`config.mk`:
```
export PLATFORM = sky130hd
export DESIGN_NAME = wwkm_top
export DESIGN_NICKNAME = d
export VERILOG_FILES = /design/src/verilog/wwkm_pkg.sv /design/src/verilog/wwkm_top.sv /design/src/verilog/wwkm_kick_qual.sv
export VERILOG_INCLUDE_DIRS = /design/src /design/src/verilog
export SDC_FILE = /design/constraint.sdc
export NUM_CORES = 1
export LEC_CHECK = 0
export BUFFER_PORTS_ARGS = -buffer_cell sky130_fd_sc_hd__buf_2
export CAP_MARGIN = 10
export CORE_MARGIN = 10
export CORE_UTILIZATION = 23
export CTS_CLUSTER_DIAMETER = 80
export CTS_CLUSTER_SIZE = 40
export DETAILED_ROUTE_END_ITERATION = 7
export GPL_TIMING_DRIVEN = 0
export MAX_ROUTING_LAYER = met4
export PLACE_DENSITY = 0.47
export SLEW_MARGIN = 20
export SYNTH_ARGS = -nofsm -noshare
export SYNTH_HDL_FRONTEND = slang
export SYNTH_SLANG_ARGS = --single-unit
```
`constraint.sdc`:
```
create_clock -name CLK_I -period 2.9 [get_ports CLK_I]
set_input_delay 0.58 -clock CLK_I [delete_from_list [all_inputs] [get_ports CLK_I]]
set_output_delay 0.58 -clock CLK_I [all_outputs]
set_load 0.02 [all_outputs]
```
`src/verilog/wwkm_regs.svh`:
```
// Offsets, field positions, reset values and timing counts of the watchdog.
`ifndef WWKM_REGS_SVH
`define WWKM_REGS_SVH
`define WWKM_CLK_HZ          200000000
`define WWKM_KICK_MIN_US     100
`define WWKM_KICK_MIN_CYC    ((`WWKM_KICK_MIN_US * (`WWKM_CLK_HZ / 1000000)))
`define WWKM_TIMEOUT_MS      1250
`define WWKM_TIMEOUT_CYC     ((`WWKM_TIMEOUT_MS * (`WWKM_CLK_HZ / 1000)))
`define WWKM_WIN_OPEN_CYC    0
`define WWKM_ACTION_CYC      1000
`define WWKM_ADDR_CTRL       4'h0
`define WWKM_ADDR_STATUS     4'h4
`define WWKM_ADDR_CLEAR      4'h8
`define WWKM_ADDR_ENABLE     4'hC
`define WWKM_CTRL_RST_EN     0
`define WWKM_CTRL_OFF_EN     1
`define WWKM_CTRL_FORCE      2
`define WWKM_CTRL_RESET      8'h01
`define WWKM_EV_TIMEOUT      0
`define WWKM_EV_EARLY        1
`define WWKM_EV_FORCE        2
`define WWKM_EV_KICK         3
`define WWKM_EV_W            4
`endif

```
`src/verilog/wwkm_pkg.sv`:
```
// Types shared by the watchdog files.
package wwkm_pkg;
   typedef struct packed {
      logic       early;
      logic       kick;
   } wwkm_kick_ev_t;
   typedef enum logic [1:0] {
      WWKM_WATCH  = 2'b00,
      WWKM_ACT    = 2'b01
   } wwkm_state_t;
endpackage : wwkm_pkg

```
`src/verilog/wwkm_top.sv`:
```
// Windowed watchdog with kick qualifier, action outputs and registers.
//
// Contract
// A kick must arrive inside the allowed window or the watchdog acts.
// The kick comes from one of bus lines 24 to 28, chosen by a strap.
// Only one kick source is fitted on the board at a time.
// The kicker drives its line high for at least 100 us per kick.
// The kicker kicks every 1.25 s so that no timeout occurs.
// On expiry the output drives bus reset, power-off, or both as set.
// The supervisor micro can force the watchdog action by command.
// The bus reset line is active low.
// The power-off request is active high.
// Kick pulses shorter than the minimum high time are ignored.
//
// The address map and the address-and-strobe port were left to the implementer.
`timescale 1ns/1ps
`default_nettype none
`include "wwkm_regs.svh"
module wwkm_top
   import wwkm_pkg::*;
#(
   parameter int TIMEOUT_CYC  = `WWKM_TIMEOUT_CYC,
   parameter int WIN_OPEN_CYC = `WWKM_WIN_OPEN_CYC,
   parameter int ACTION_CYC   = `WWKM_ACTION_CYC,
   parameter int KICK_MIN_CYC = `WWKM_KICK_MIN_CYC
)
(
   // Clock and reset.
   input  wire logic        CLK_I,
   input  wire logic        SRST_I,
   // Bus kick lines 24 to 28 and selection strap.
   input  wire logic [4:0]  KICK_LINES_I,
   input  wire logic [2:0]  KICK_SEL_I,
   // Supervisor micro register port.
   input  wire logic [3:0]  ADDR_I,
   input  wire logic [7:0]  WDATA_I,
   input  wire logic        WR_I,
   input  wire logic        RD_I,
   output logic [7:0]       RDATA_O,
   // Bus action outputs.
   output logic             BUS_RESET_N_O,
   output logic             BUS_RESET_OE_O,
   output logic             POWER_OFF_O,
   output logic             IRQ_O
);
   logic              kick;
   wwkm_kick_ev_t     ev;
   wwkm_state_t       st_q;
   wwkm_state_t       st_d;
   logic [31:0]       cnt_q;
   logic [31:0]       cnt_d;
   logic [7:0]        ctrl_q;
   logic [7:0]        ctrl_d;
   logic [3:0]        stat_q;
   logic [3:0]        stat_d;
   logic [3:0]        en_q;
   logic [3:0]        en_d;
   logic [7:0]        rdata_q;
   logic [7:0]        rdata_d;
   logic              rst_n_q;
   logic              rst_n_d;
   logic              off_q;
   logic              off_d;
   logic              oe_q;
   logic              oe_d;
   logic              irq_q;
   logic              irq_d;
   logic              force_cmd;
   logic              expire;
   logic [3:0]        ev_set;

   wwkm_kick_qual #(
      .MIN_CYC (KICK_MIN_CYC)
   ) u_qual (
      .clk_i   (CLK_I),
      .srst_i  (SRST_I),
      .lines_i (KICK_LINES_I),
      .sel_i   (KICK_SEL_I),
      .kick_o  (kick)
   );

   // Watchdog window and action sequencer.
   always_comb
   begin
      st_d      = st_q;
      cnt_d     = cnt_q + 32'h1;
      force_cmd = WR_I && (ADDR_I == `WWKM_ADDR_CTRL) &&
                  WDATA_I[`WWKM_CTRL_FORCE];
      ev.kick   = 1'b0;
      ev.early  = 1'b0;
      expire    = 1'b0;
      case (st_q)
         WWKM_WATCH:
         begin
            if (force_cmd)
            begin
               st_d  = WWKM_ACT;
               cnt_d = 32'h0;
            end
            else if (kick)
            begin
               // A kick before the window opens is a failure too.
               if (cnt_q < 32'(WIN_OPEN_CYC))
               begin
                  ev.early = 1'b1;
                  st_d     = WWKM_ACT;
               end
               else
               begin
                  ev.kick = 1'b1;
               end
               cnt_d = 32'h0;
            end
            else if (cnt_q >= 32'(TIMEOUT_CYC - 1))
            begin
               expire = 1'b1;
               st_d   = WWKM_ACT;
               cnt_d  = 32'h0;
            end
         end
         WWKM_ACT:
         begin
            if (cnt_q >= 32'(ACTION_CYC - 1))
            begin
               st_d  = WWKM_WATCH;
               cnt_d = 32'h0;
            end
         end
         default:
         begin
            st_d  = WWKM_WATCH;
            cnt_d = 32'h0;
         end
      endcase
      // Outputs follow the next state so they leave flip-flops directly.
      // The enables come from the next control value, so a force that also
      // rewrites them never acts for one cycle on the stale setting.
      rst_n_d = !((st_d == WWKM_ACT) && ctrl_d[`WWKM_CTRL_RST_EN]);
      oe_d    = (st_d == WWKM_ACT) && ctrl_d[`WWKM_CTRL_RST_EN];
      off_d   = (st_d == WWKM_ACT) && ctrl_d[`WWKM_CTRL_OFF_EN];
   end

   // Register file with sticky status; a new event wins over a clear.
   always_comb
   begin
      ev_set                  = 4'h0;
      ev_set[`WWKM_EV_TIMEOUT] = expire;
      ev_set[`WWKM_EV_EARLY]   = ev.early;
      ev_set[`WWKM_EV_FORCE]   = force_cmd && (st_q == WWKM_WATCH);
      ev_set[`WWKM_EV_KICK]    = ev.kick;
      ctrl_d  = ctrl_q;
      en_d    = en_q;
      stat_d  = stat_q;
      rdata_d = 8'h00;
      if (WR_I && (ADDR_I == `WWKM_ADDR_CTRL))
      begin
         ctrl_d = {5'h00, 1'b0, WDATA_I[1:0]};
      end
      else if (WR_I && (ADDR_I == `WWKM_ADDR_CLEAR))
      begin
         stat_d = stat_q & ~WDATA_I[3:0];
      end
      else if (WR_I && (ADDR_I == `WWKM_ADDR_ENABLE))
      begin
         en_d = WDATA_I[3:0];
      end
      stat_d = stat_d | ev_set;
      if (RD_I && (ADDR_I == `WWKM_ADDR_CTRL))
      begin
         rdata_d = ctrl_q;
      end
      else if (RD_I && (ADDR_I == `WWKM_ADDR_STATUS))
      begin
         rdata_d = {3'h0, st_q == WWKM_ACT, stat_q};
      end
      else if (RD_I && (ADDR_I == `WWKM_ADDR_ENABLE))
      begin
         rdata_d = {4'h0, en_q};
      end
      irq_d = |(stat_d & en_d);
   end

   // Sequencer state and the action outputs.
   always_ff @(posedge CLK_I)
   begin
      if (SRST_I)
      begin
         st_q    <= WWKM_WATCH;
         cnt_q   <= 32'h0;
         rst_n_q <= 1'b1;
         oe_q    <= 1'b0;
         off_q   <= 1'b0;
      end
      else
      begin
         st_q    <= st_d;
         cnt_q   <= cnt_d;
         rst_n_q <= rst_n_d;
         oe_q    <= oe_d;
         off_q   <= off_d;
      end
   end

   // Register file state.
   always_ff @(posedge CLK_I)
   begin
      if (SRST_I)
      begin
         ctrl_q  <= `WWKM_CTRL_RESET;
         stat_q  <= 4'h0;
         en_q    <= 4'h0;
         rdata_q <= 8'h00;
         irq_q   <= 1'b0;
      end
      else
      begin
         ctrl_q  <= ctrl_d;
         stat_q  <= stat_d;
         en_q    <= en_d;
         rdata_q <= rdata_d;
         irq_q   <= irq_d;
      end
   end

   // The reset line is open drain: it is only ever pulled low.
   assign BUS_RESET_N_O  = rst_n_q;
   assign BUS_RESET_OE_O = oe_q;
   assign POWER_OFF_O    = off_q;
   assign RDATA_O        = rdata_q;
   assign IRQ_O          = irq_q;
endmodule : wwkm_top
`default_nettype wire

```
`src/verilog/wwkm_kick_qual.sv`:
```
// Synchroniser, bus line selector and pulse width qualifier for the kick.
`timescale 1ns/1ps
`default_nettype none
`include "wwkm_regs.svh"
module wwkm_kick_qual
   import wwkm_pkg::*;
#(
   parameter int MIN_CYC = `WWKM_KICK_MIN_CYC
)
(
   // Clock and reset.
   input  wire logic        clk_i,
   input  wire logic        srst_i,
   // Bus lines and strap.
   input  wire logic [4:0]  lines_i,
   input  wire logic [2:0]  sel_i,
   // Qualified kick.
   output logic             kick_o
);
   logic [4:0]  s1_q;
   logic [4:0]  s2_q;
   logic [4:0]  s1_d;
   logic [4:0]  s2_d;
   logic [2:0]  selm_q;
   logic [2:0]  selm_d;
   logic [2:0]  sel_q;
   logic [2:0]  sel_d;
   logic        line;
   logic [15:0] cnt_q;
   logic [15:0] cnt_d;
   logic        kick_q;
   logic        kick_d;

   always_comb
   begin
      s1_d   = lines_i;
      s2_d   = s1_q;
      // The strap is a pin as well, so it passes two flip-flops too.
      selm_d = sel_i;
      sel_d  = selm_q;
      line   = (sel_q < 3'h5) ? s2_q[sel_q] : 1'b0;
      cnt_d  = cnt_q;
      kick_d = 1'b0;
      if (!line)
      begin
         cnt_d = 16'h0000;
      end
      else if (cnt_q != 16'(MIN_CYC))
      begin
         cnt_d = cnt_q + 16'h0001;
         // A kick counts once, the moment the high time reaches the minimum.
         kick_d = (cnt_q == 16'(MIN_CYC - 1));
      end
   end

   always_ff @(posedge clk_i)
   begin
      s1_q <= s1_d;
      s2_q <= s2_d;
      selm_q <= selm_d;
      if (srst_i)
      begin
         sel_q  <= 3'h3;
         cnt_q  <= 16'h0000;
         kick_q <= 1'b0;
      end
      else
      begin
         sel_q  <= sel_d;
         cnt_q  <= cnt_d;
         kick_q <= kick_d;
      end
   end

   assign kick_o = kick_q;
endmodule : wwkm_kick_qual
`default_nettype wire

```
==> results.ini, run 1 <==
[pwr]
vdd_ir_drop_max_uv=269
switching_share=0.226
power_density_nw_per_um2=570
pwr-share-clk=0.447
p_leak_nw=1.42
power_frac_comb=0.038
power_switching_uw=532
seqPwrFrac=0.515
intPower_mw=1.82

[final_layout]
syn2layout_area_growth_pct=19.3
num_antenna_cells=0
drive_gt1_frac=0.140
finalNonFillerCells=605
layout.nets=444

[clock_network]
post_cts_resized=0
cts_tree=built
cts_buffers=9
clkSlewWorstSetupHoldPaths_ns=0.06
cts.hold.buffers_added=0
cts-root-buf=clkbuf_16
clk_latency_ns=0.34
h-tree-depth=3
post_cts_buffers=0
clock-sinks=86
max-clock-path-buffers=2

[routing]
drt-total-wl_um=7300
drc=0
drt_iter0_drc=128
wl_per_cell_um=12.1
vias=2685
drtPass1Iterations=4
drt.antenna.violating_nets=0
avgViaCountPerCell=4.44

[synth]
netlist_area_um2=3470
synth_ff_type=dfxtp_1
synth-edff-count=0
synth_cell_type_count=50
async_reset_ff_frac=0
synth-seq-cells=86
netlist.area_leader.share=0.497
ys_warn_count=0
synth_area_leader_cell=dfxtp_1
synth_area_leaders=dfxtp_1 (50%), nor2_1 (7.4%), xnor2_1 (6.6%)
synth.avg_cell_area_um2=9.34
yosysSeqAreaShare=0.497
syn_inst=371

[timing]
tns_ns=0
slew_violations=0
worstMarginPinSlew_ns=0.715
hold_viol_final=0
maxSlewHeadroom=0.516
fmaxAchievable_mhz=423
fin_crit_sh=0.816
setup_viol=0
grt_setup_unrepaired=no
clock_skew_ns=0.00579
min_period_ns=2.37

[flow_run]
cap_violations=0

[placed_design]
hpwl_um=5480
dp_cells=590
gp_congestion=0.768
io_buffers=28

[global_route]
grt_pass1_vias=2590
grt_max_degree=16
grt_pass1_wl_um=12300
grt.overflow.total=0
grt_use_total=0.0755
antenna_found_initial=0

[die]
fp.dieW_um=143
io_pins=36
rows=44
die_y_um=143
start_util=0.237
design.core.area_um2=14600
dieArea_um2=20400

[worst_setup_path]
critical_path_required_ns=3.12
cp_data_arrival_time_ns=2.59
crit_path_start_kind=register
critical_path_class=register to register
crit_path_end_kind=register
rrSetupSlack_ns=0.53
crit_fanout=10

[hold_path]
hp-class=register to register

[status]
status=finished clean

-- cell type report --
class,count,area [µm²]
fillers,1565,10500
flip-flops and latches,86,1720
multi-input cells,271,1680
well taps,184,230
clock buffers,9,225
repair buffers,28,140
plain buffers,12,60.1
clock inverters,6,47.5
inverters,9,33.8
-- state kept, by name (all words and copies together), names as in the netlist --
name / flops
u_qual.kick_o: 1
u_qual.sel_d: 3
u_qual.s1_q: 5
POWER_OFF_O: 1
cnt_q: 32
st_q: 2
ctrl_q: 2
u_qual.s2_q: 5
u_qual.cnt_q: 16
BUS_RESET_OE_O: 1
stat_q: 4
IRQ_O: 1
RDATA_O: 5
en_q: 4
BUS_RESET_N_O: 1
u_qual.sel_q: 3
-- cell usage in the layout, fill, tap and decap left out, drive strengths merged, types with 7 or more instances in the layout --
cell and count:
mux2i 8, nand4 11, a21oi 7, xor2 13, nand2 17, inv 11, nor4 12, dfxtp 86
nor2 68, xnor2 26, conb 8, nor3 14, nand3 21, buf 34, clkbuf 15
-- layer usage --
layer  part of all wire  global-route usage  up-vias  wire [µm]
li1                   -                   -     1381          -
met1               0.50              0.0968     1248       3660
met2               0.45               0.110       44       3250
met3              0.042              0.0255       12        305
met4              0.011              0.0228        0         82
met5                  0                   -        -          0
-- critical path, cell delays in order (launching register included) --
cell and delay (ns):
dfxtp_1 0.36, ha_1 0.26, nand4_2 0.16, o211a_1 0.26, or4_4 0.57, a21oi_4 0.29, buf_2 0.27, nor2_1 0.07
-- synthesized netlist by cell type (4+ instances only) --
master,number
dfxtp_1,86
nor2_1,68
xnor2_1,26
nand3_1,21
nand2_1,17
nor3_1,14
xor2_1,13
nor4_1,11
nand4_1,10
inv_1,9
mux2i_1,8
a21oi_1,6
and3_1,6
clkbuf_1,6
nand2b_1,6
nor4b_1,5
nor2b_1,4
o21ai_0,4
or3_1,4
-- logic make-up after synthesis --
family          after synthesis  share of synthesized area
xor+xnor                     39                     0.0986
mux                          11                     0.0361
fa+ha+maj                     3                     0.0108
compound gates               28                     0.0607
buf+inv                      21                     0.0271
flops                        86                      0.497
other cells                   1                    0.00108
simple gates                182                      0.269
-- power groups by stage --
stage	registers, mW	logic [mW]	clock network (mW)
final	1.21	0.0885	1.05
after global routing	1.22	0.0986	1.13
after CTS	1.21	0.0895	1.09
after detailed placement	1.24	0.0893	0
after global placement	1.24	0.0880	0
after floorplan	1.24	0.0518	0
-- stage by stage --
stage / area, µm² / power (mW) / setup slack (ns) / util / hold slack, ns
after floorplan: 3490 / 1.29 / 0.648 / - / 0.310
after global placement: 3860 / 1.33 / 0.356 / 0.264 / 0.312
after detailed placement: 3860 / 1.33 / 0.364 / 0.264 / 0.314
after CTS: 4140 / 2.39 / 0.503 / 0.282 / 0.329
after global routing: 4140 / 2.45 / 0.392 / 0.282 / 0.327
final: 4140 / 2.36 / 0.534 / 0.282 / 0.326
-- worst paths after layout --
path / start / end / cells after the start
max: cnt_q[0] / cnt_q[2] / 7
min: u_qual.s1_q[4] / u_qual.s2_q[4] / 0
max reg2reg: cnt_q[0] / cnt_q[2] / 7
min reg2reg: u_qual.s1_q[4] / u_qual.s2_q[4] / 0
Power figures use the tool's default switching activity.
==> run 2, diff against run 1 <==
Clock period 2.9 ns to 2.3 ns, I/O delays scaled along.
==> run 2 against run 1 <==
Net effect: total power up 26%; die area did not move; non-clock buffer count is 1 higher; core utilization grew 0.23 points; combinational power rose by 29%; clock-buffer cell count stayed put; register-to-register slack got worse by 0.45 ns; sequential cell count stayed put; hold slack worse by 0.11 ns; sequential power up 26%.
==> results.ini, run 2 (synthesis results as in run 1) <==
[status]
status=finished clean

[worst_setup_path]
crit_chain=ha_4, nand4_2, o211a_1, or4_4, o211a_4, or3_1
slowest_delay_ns=0.58  ; about the same
crit_path_start_kind=register
crit_fanout=4  ; -6
cp_data_arrival_time_ns=2.44  ; -0.15 ns
crit_path_end_kind=register
rrSetupSlack_ns=0.08  ; -0.45 ns
critical_path_class=register to register
cpMaxStageDelayCell=or4_4
critical_path_required_ns=2.52  ; -0.60 ns

[global_route]
grt_use_total=0.0756  ; about the same
grt_max_degree=16  ; unchanged
grt_pass1_wl_um=12300  ; about the same
antenna_found_initial=0  ; unchanged
grt.overflow.total=0  ; unchanged
grt_pass1_vias=2591  ; +0.039%

[pwr]
power_frac_comb=0.038  ; about the same
intPower_mw=2.30  ; +26%
p_leak_nw=1.42  ; +0.28%
pwr-share-clk=0.447  ; about the same
power_switching_uw=672  ; +26%
vdd_ir_drop_max_uv=342  ; +27%
power_mw=2.97  ; +26%
power_density_nw_per_um2=713  ; +25%
seqPwrFrac=0.515  ; about the same
switching_share=0.226  ; about the same

[final_layout]
layout_common_cells=dfxtp_1 (85), nor2_1 (68), buf_2 (29)
top_register=cnt_q
num_antenna_cells=0  ; unchanged
fillers=1563  ; -0.13%
drive_gt1_frac=0.149  ; +0.00915
largest_reg_flops=32  ; unchanged
layout_commonest_cell=dfxtp_1
largest_registers=cnt_q: 32 flops, u_qual.cnt_q: 16 flops
layout.nets=445  ; +0.23%
syn2layout_area_growth_pct=20.3

[routing]
drtPass1Iterations=5  ; +1
drt-total-wl_um=7310  ; about the same
drt_iter0_drc=114  ; -11%
drt.antenna.violating_nets=0  ; unchanged
vias=2680  ; -0.19%
wl_per_cell_um=12.1  ; about the same
drc=0  ; unchanged
avgViaCountPerCell=4.42  ; -0.35%

[timing]
fin_crit_sh=0.965  ; +0.149
setup_viol=0  ; unchanged
hold_viol_final=0  ; unchanged
fmaxAchievable_mhz=451  ; +6.7%
maxSlewHeadroom=0.517  ; +0.00117
clock_skew_ns=0.00579  ; +0.00000286 ns
tns_ns=0  ; unchanged
slew_violations=0  ; unchanged
grt_setup_unrepaired=no
setup_slack_ns=0.0812  ; -0.452 ns
holdWs_ns=0.220  ; -0.106 ns
worstMarginPinSlew_ns=0.717  ; +0.00172 ns
min_period_ns=2.22  ; -0.148 ns

[hold_path]
hp-class=input port to register

[placed_design]
hpwl_um=5480  ; unchanged
preCtsSetupSlack_ns=-0.116  ; -0.480 ns
io_buffers=28  ; unchanged
gp_congestion=0.768  ; unchanged

[clock_network]
cts.hold.buffers_added=0  ; unchanged
clkSlewWorstSetupHoldPaths_ns=0.06  ; about the same
cts_tree=built
clk_latency_ns=0.34  ; about the same
cts-root-buf=clkbuf_16
cts_buffers=9  ; unchanged
max-clock-path-buffers=2  ; unchanged
clock-sinks=86  ; unchanged
h-tree-depth=3  ; unchanged

[die]
design.core.area_um2=14600  ; unchanged
fp.dieW_um=143  ; unchanged
io_pins=36  ; unchanged
die_y_um=143  ; unchanged
start_util=0.237  ; unchanged
rows=44  ; unchanged
dieArea_um2=20400  ; unchanged

[flow_run]
cap_violations=0  ; unchanged

run 2: cell types whose count changed in the layout (fill, tap and decap cells not counted):
| cell | delta |
|---|---|
| o211a_1 | -1 |
| ha_1 | -1 |
| buf_4 | +3 |
| dfxtp_1 | -1 |
| ha_4 | +1 |
| dfxtp_2 | +1 |
| buf_2 | -2 |
| o211a_4 | +1 |
run 2: what timing repair did:
| item | in CTS | in global routing |
|---|---|---|
| setup endpoints to repair | 21 | 21 |
| buffers inserted | 1 | 0 |
| hold endpoints to repair | 0 | 0 |
| gates resized for setup | 2 | 6 |
| pin swaps | 1 | 1 |
run 2: final timing paths:
kind / from / endpoint / cells past startpoint
worst max-delay path: cnt_q[1] / BUS_RESET_N_O / 6
worst min-delay path: KICK_SEL_I[1] / u_qual.sel_d[1] / 1
worst max register to register: cnt_q[1] / BUS_RESET_N_O / 6
worst min register to register: u_qual.s1_q[4] / u_qual.s2_q[4] / 0
run 2: cell type report:
type,instances,area (µm²),share of cell area
flip-flops and latches,86,1720,0.413
inverters,9,33.8,0.00810
repair buffers,29,148,0.0354
clock inverters,6,47.5,0.0114
clock buffers,9,225,0.0540
plain buffers,12,65.1,0.0156
well taps,184,230,0.0552
multi-input cells,271,1700,0.407
run 2: through the flow:
step                cell area (µm²)  std cells  utilization
floorplan                      3490        378            -
global placement               3860        590        0.264
detailed placement             3860        590        0.264
CTS                            4150        606        0.284
global route                   4170        606        0.285
finish                         4170        606        0.285
run 2: per-layer routing:
| layer | track usage | vias to the layer above | share of wire |
|---|---|---|---|
| met3 | 0.0255 | 11 | 0.039 |
| met2 | 0.110 | 42 | 0.44 |
| met5 | - | - | 0 |
| li1 | - | 1385 | - |
| met1 | 0.0966 | 1242 | 0.50 |
| met4 | 0.0228 | 0 | 0.012 |
run 2: power by group through the flow:
stage	Combinational [mW]	Sequential, mW	Clock, mW
detailed placement	0.113	1.56	0
global placement	0.111	1.56	0
finish	0.114	1.53	1.33
CTS	0.115	1.53	1.37
floorplan	0.0653	1.56	0
global route	0.127	1.53	1.43
run 2: critical path: cells and delay by family (launching register included):
kind            cells  cell delay (ns)
compound gates      2             0.53
fa+ha+maj           1             0.18
simple gates        3             1.01
flops               1             0.38
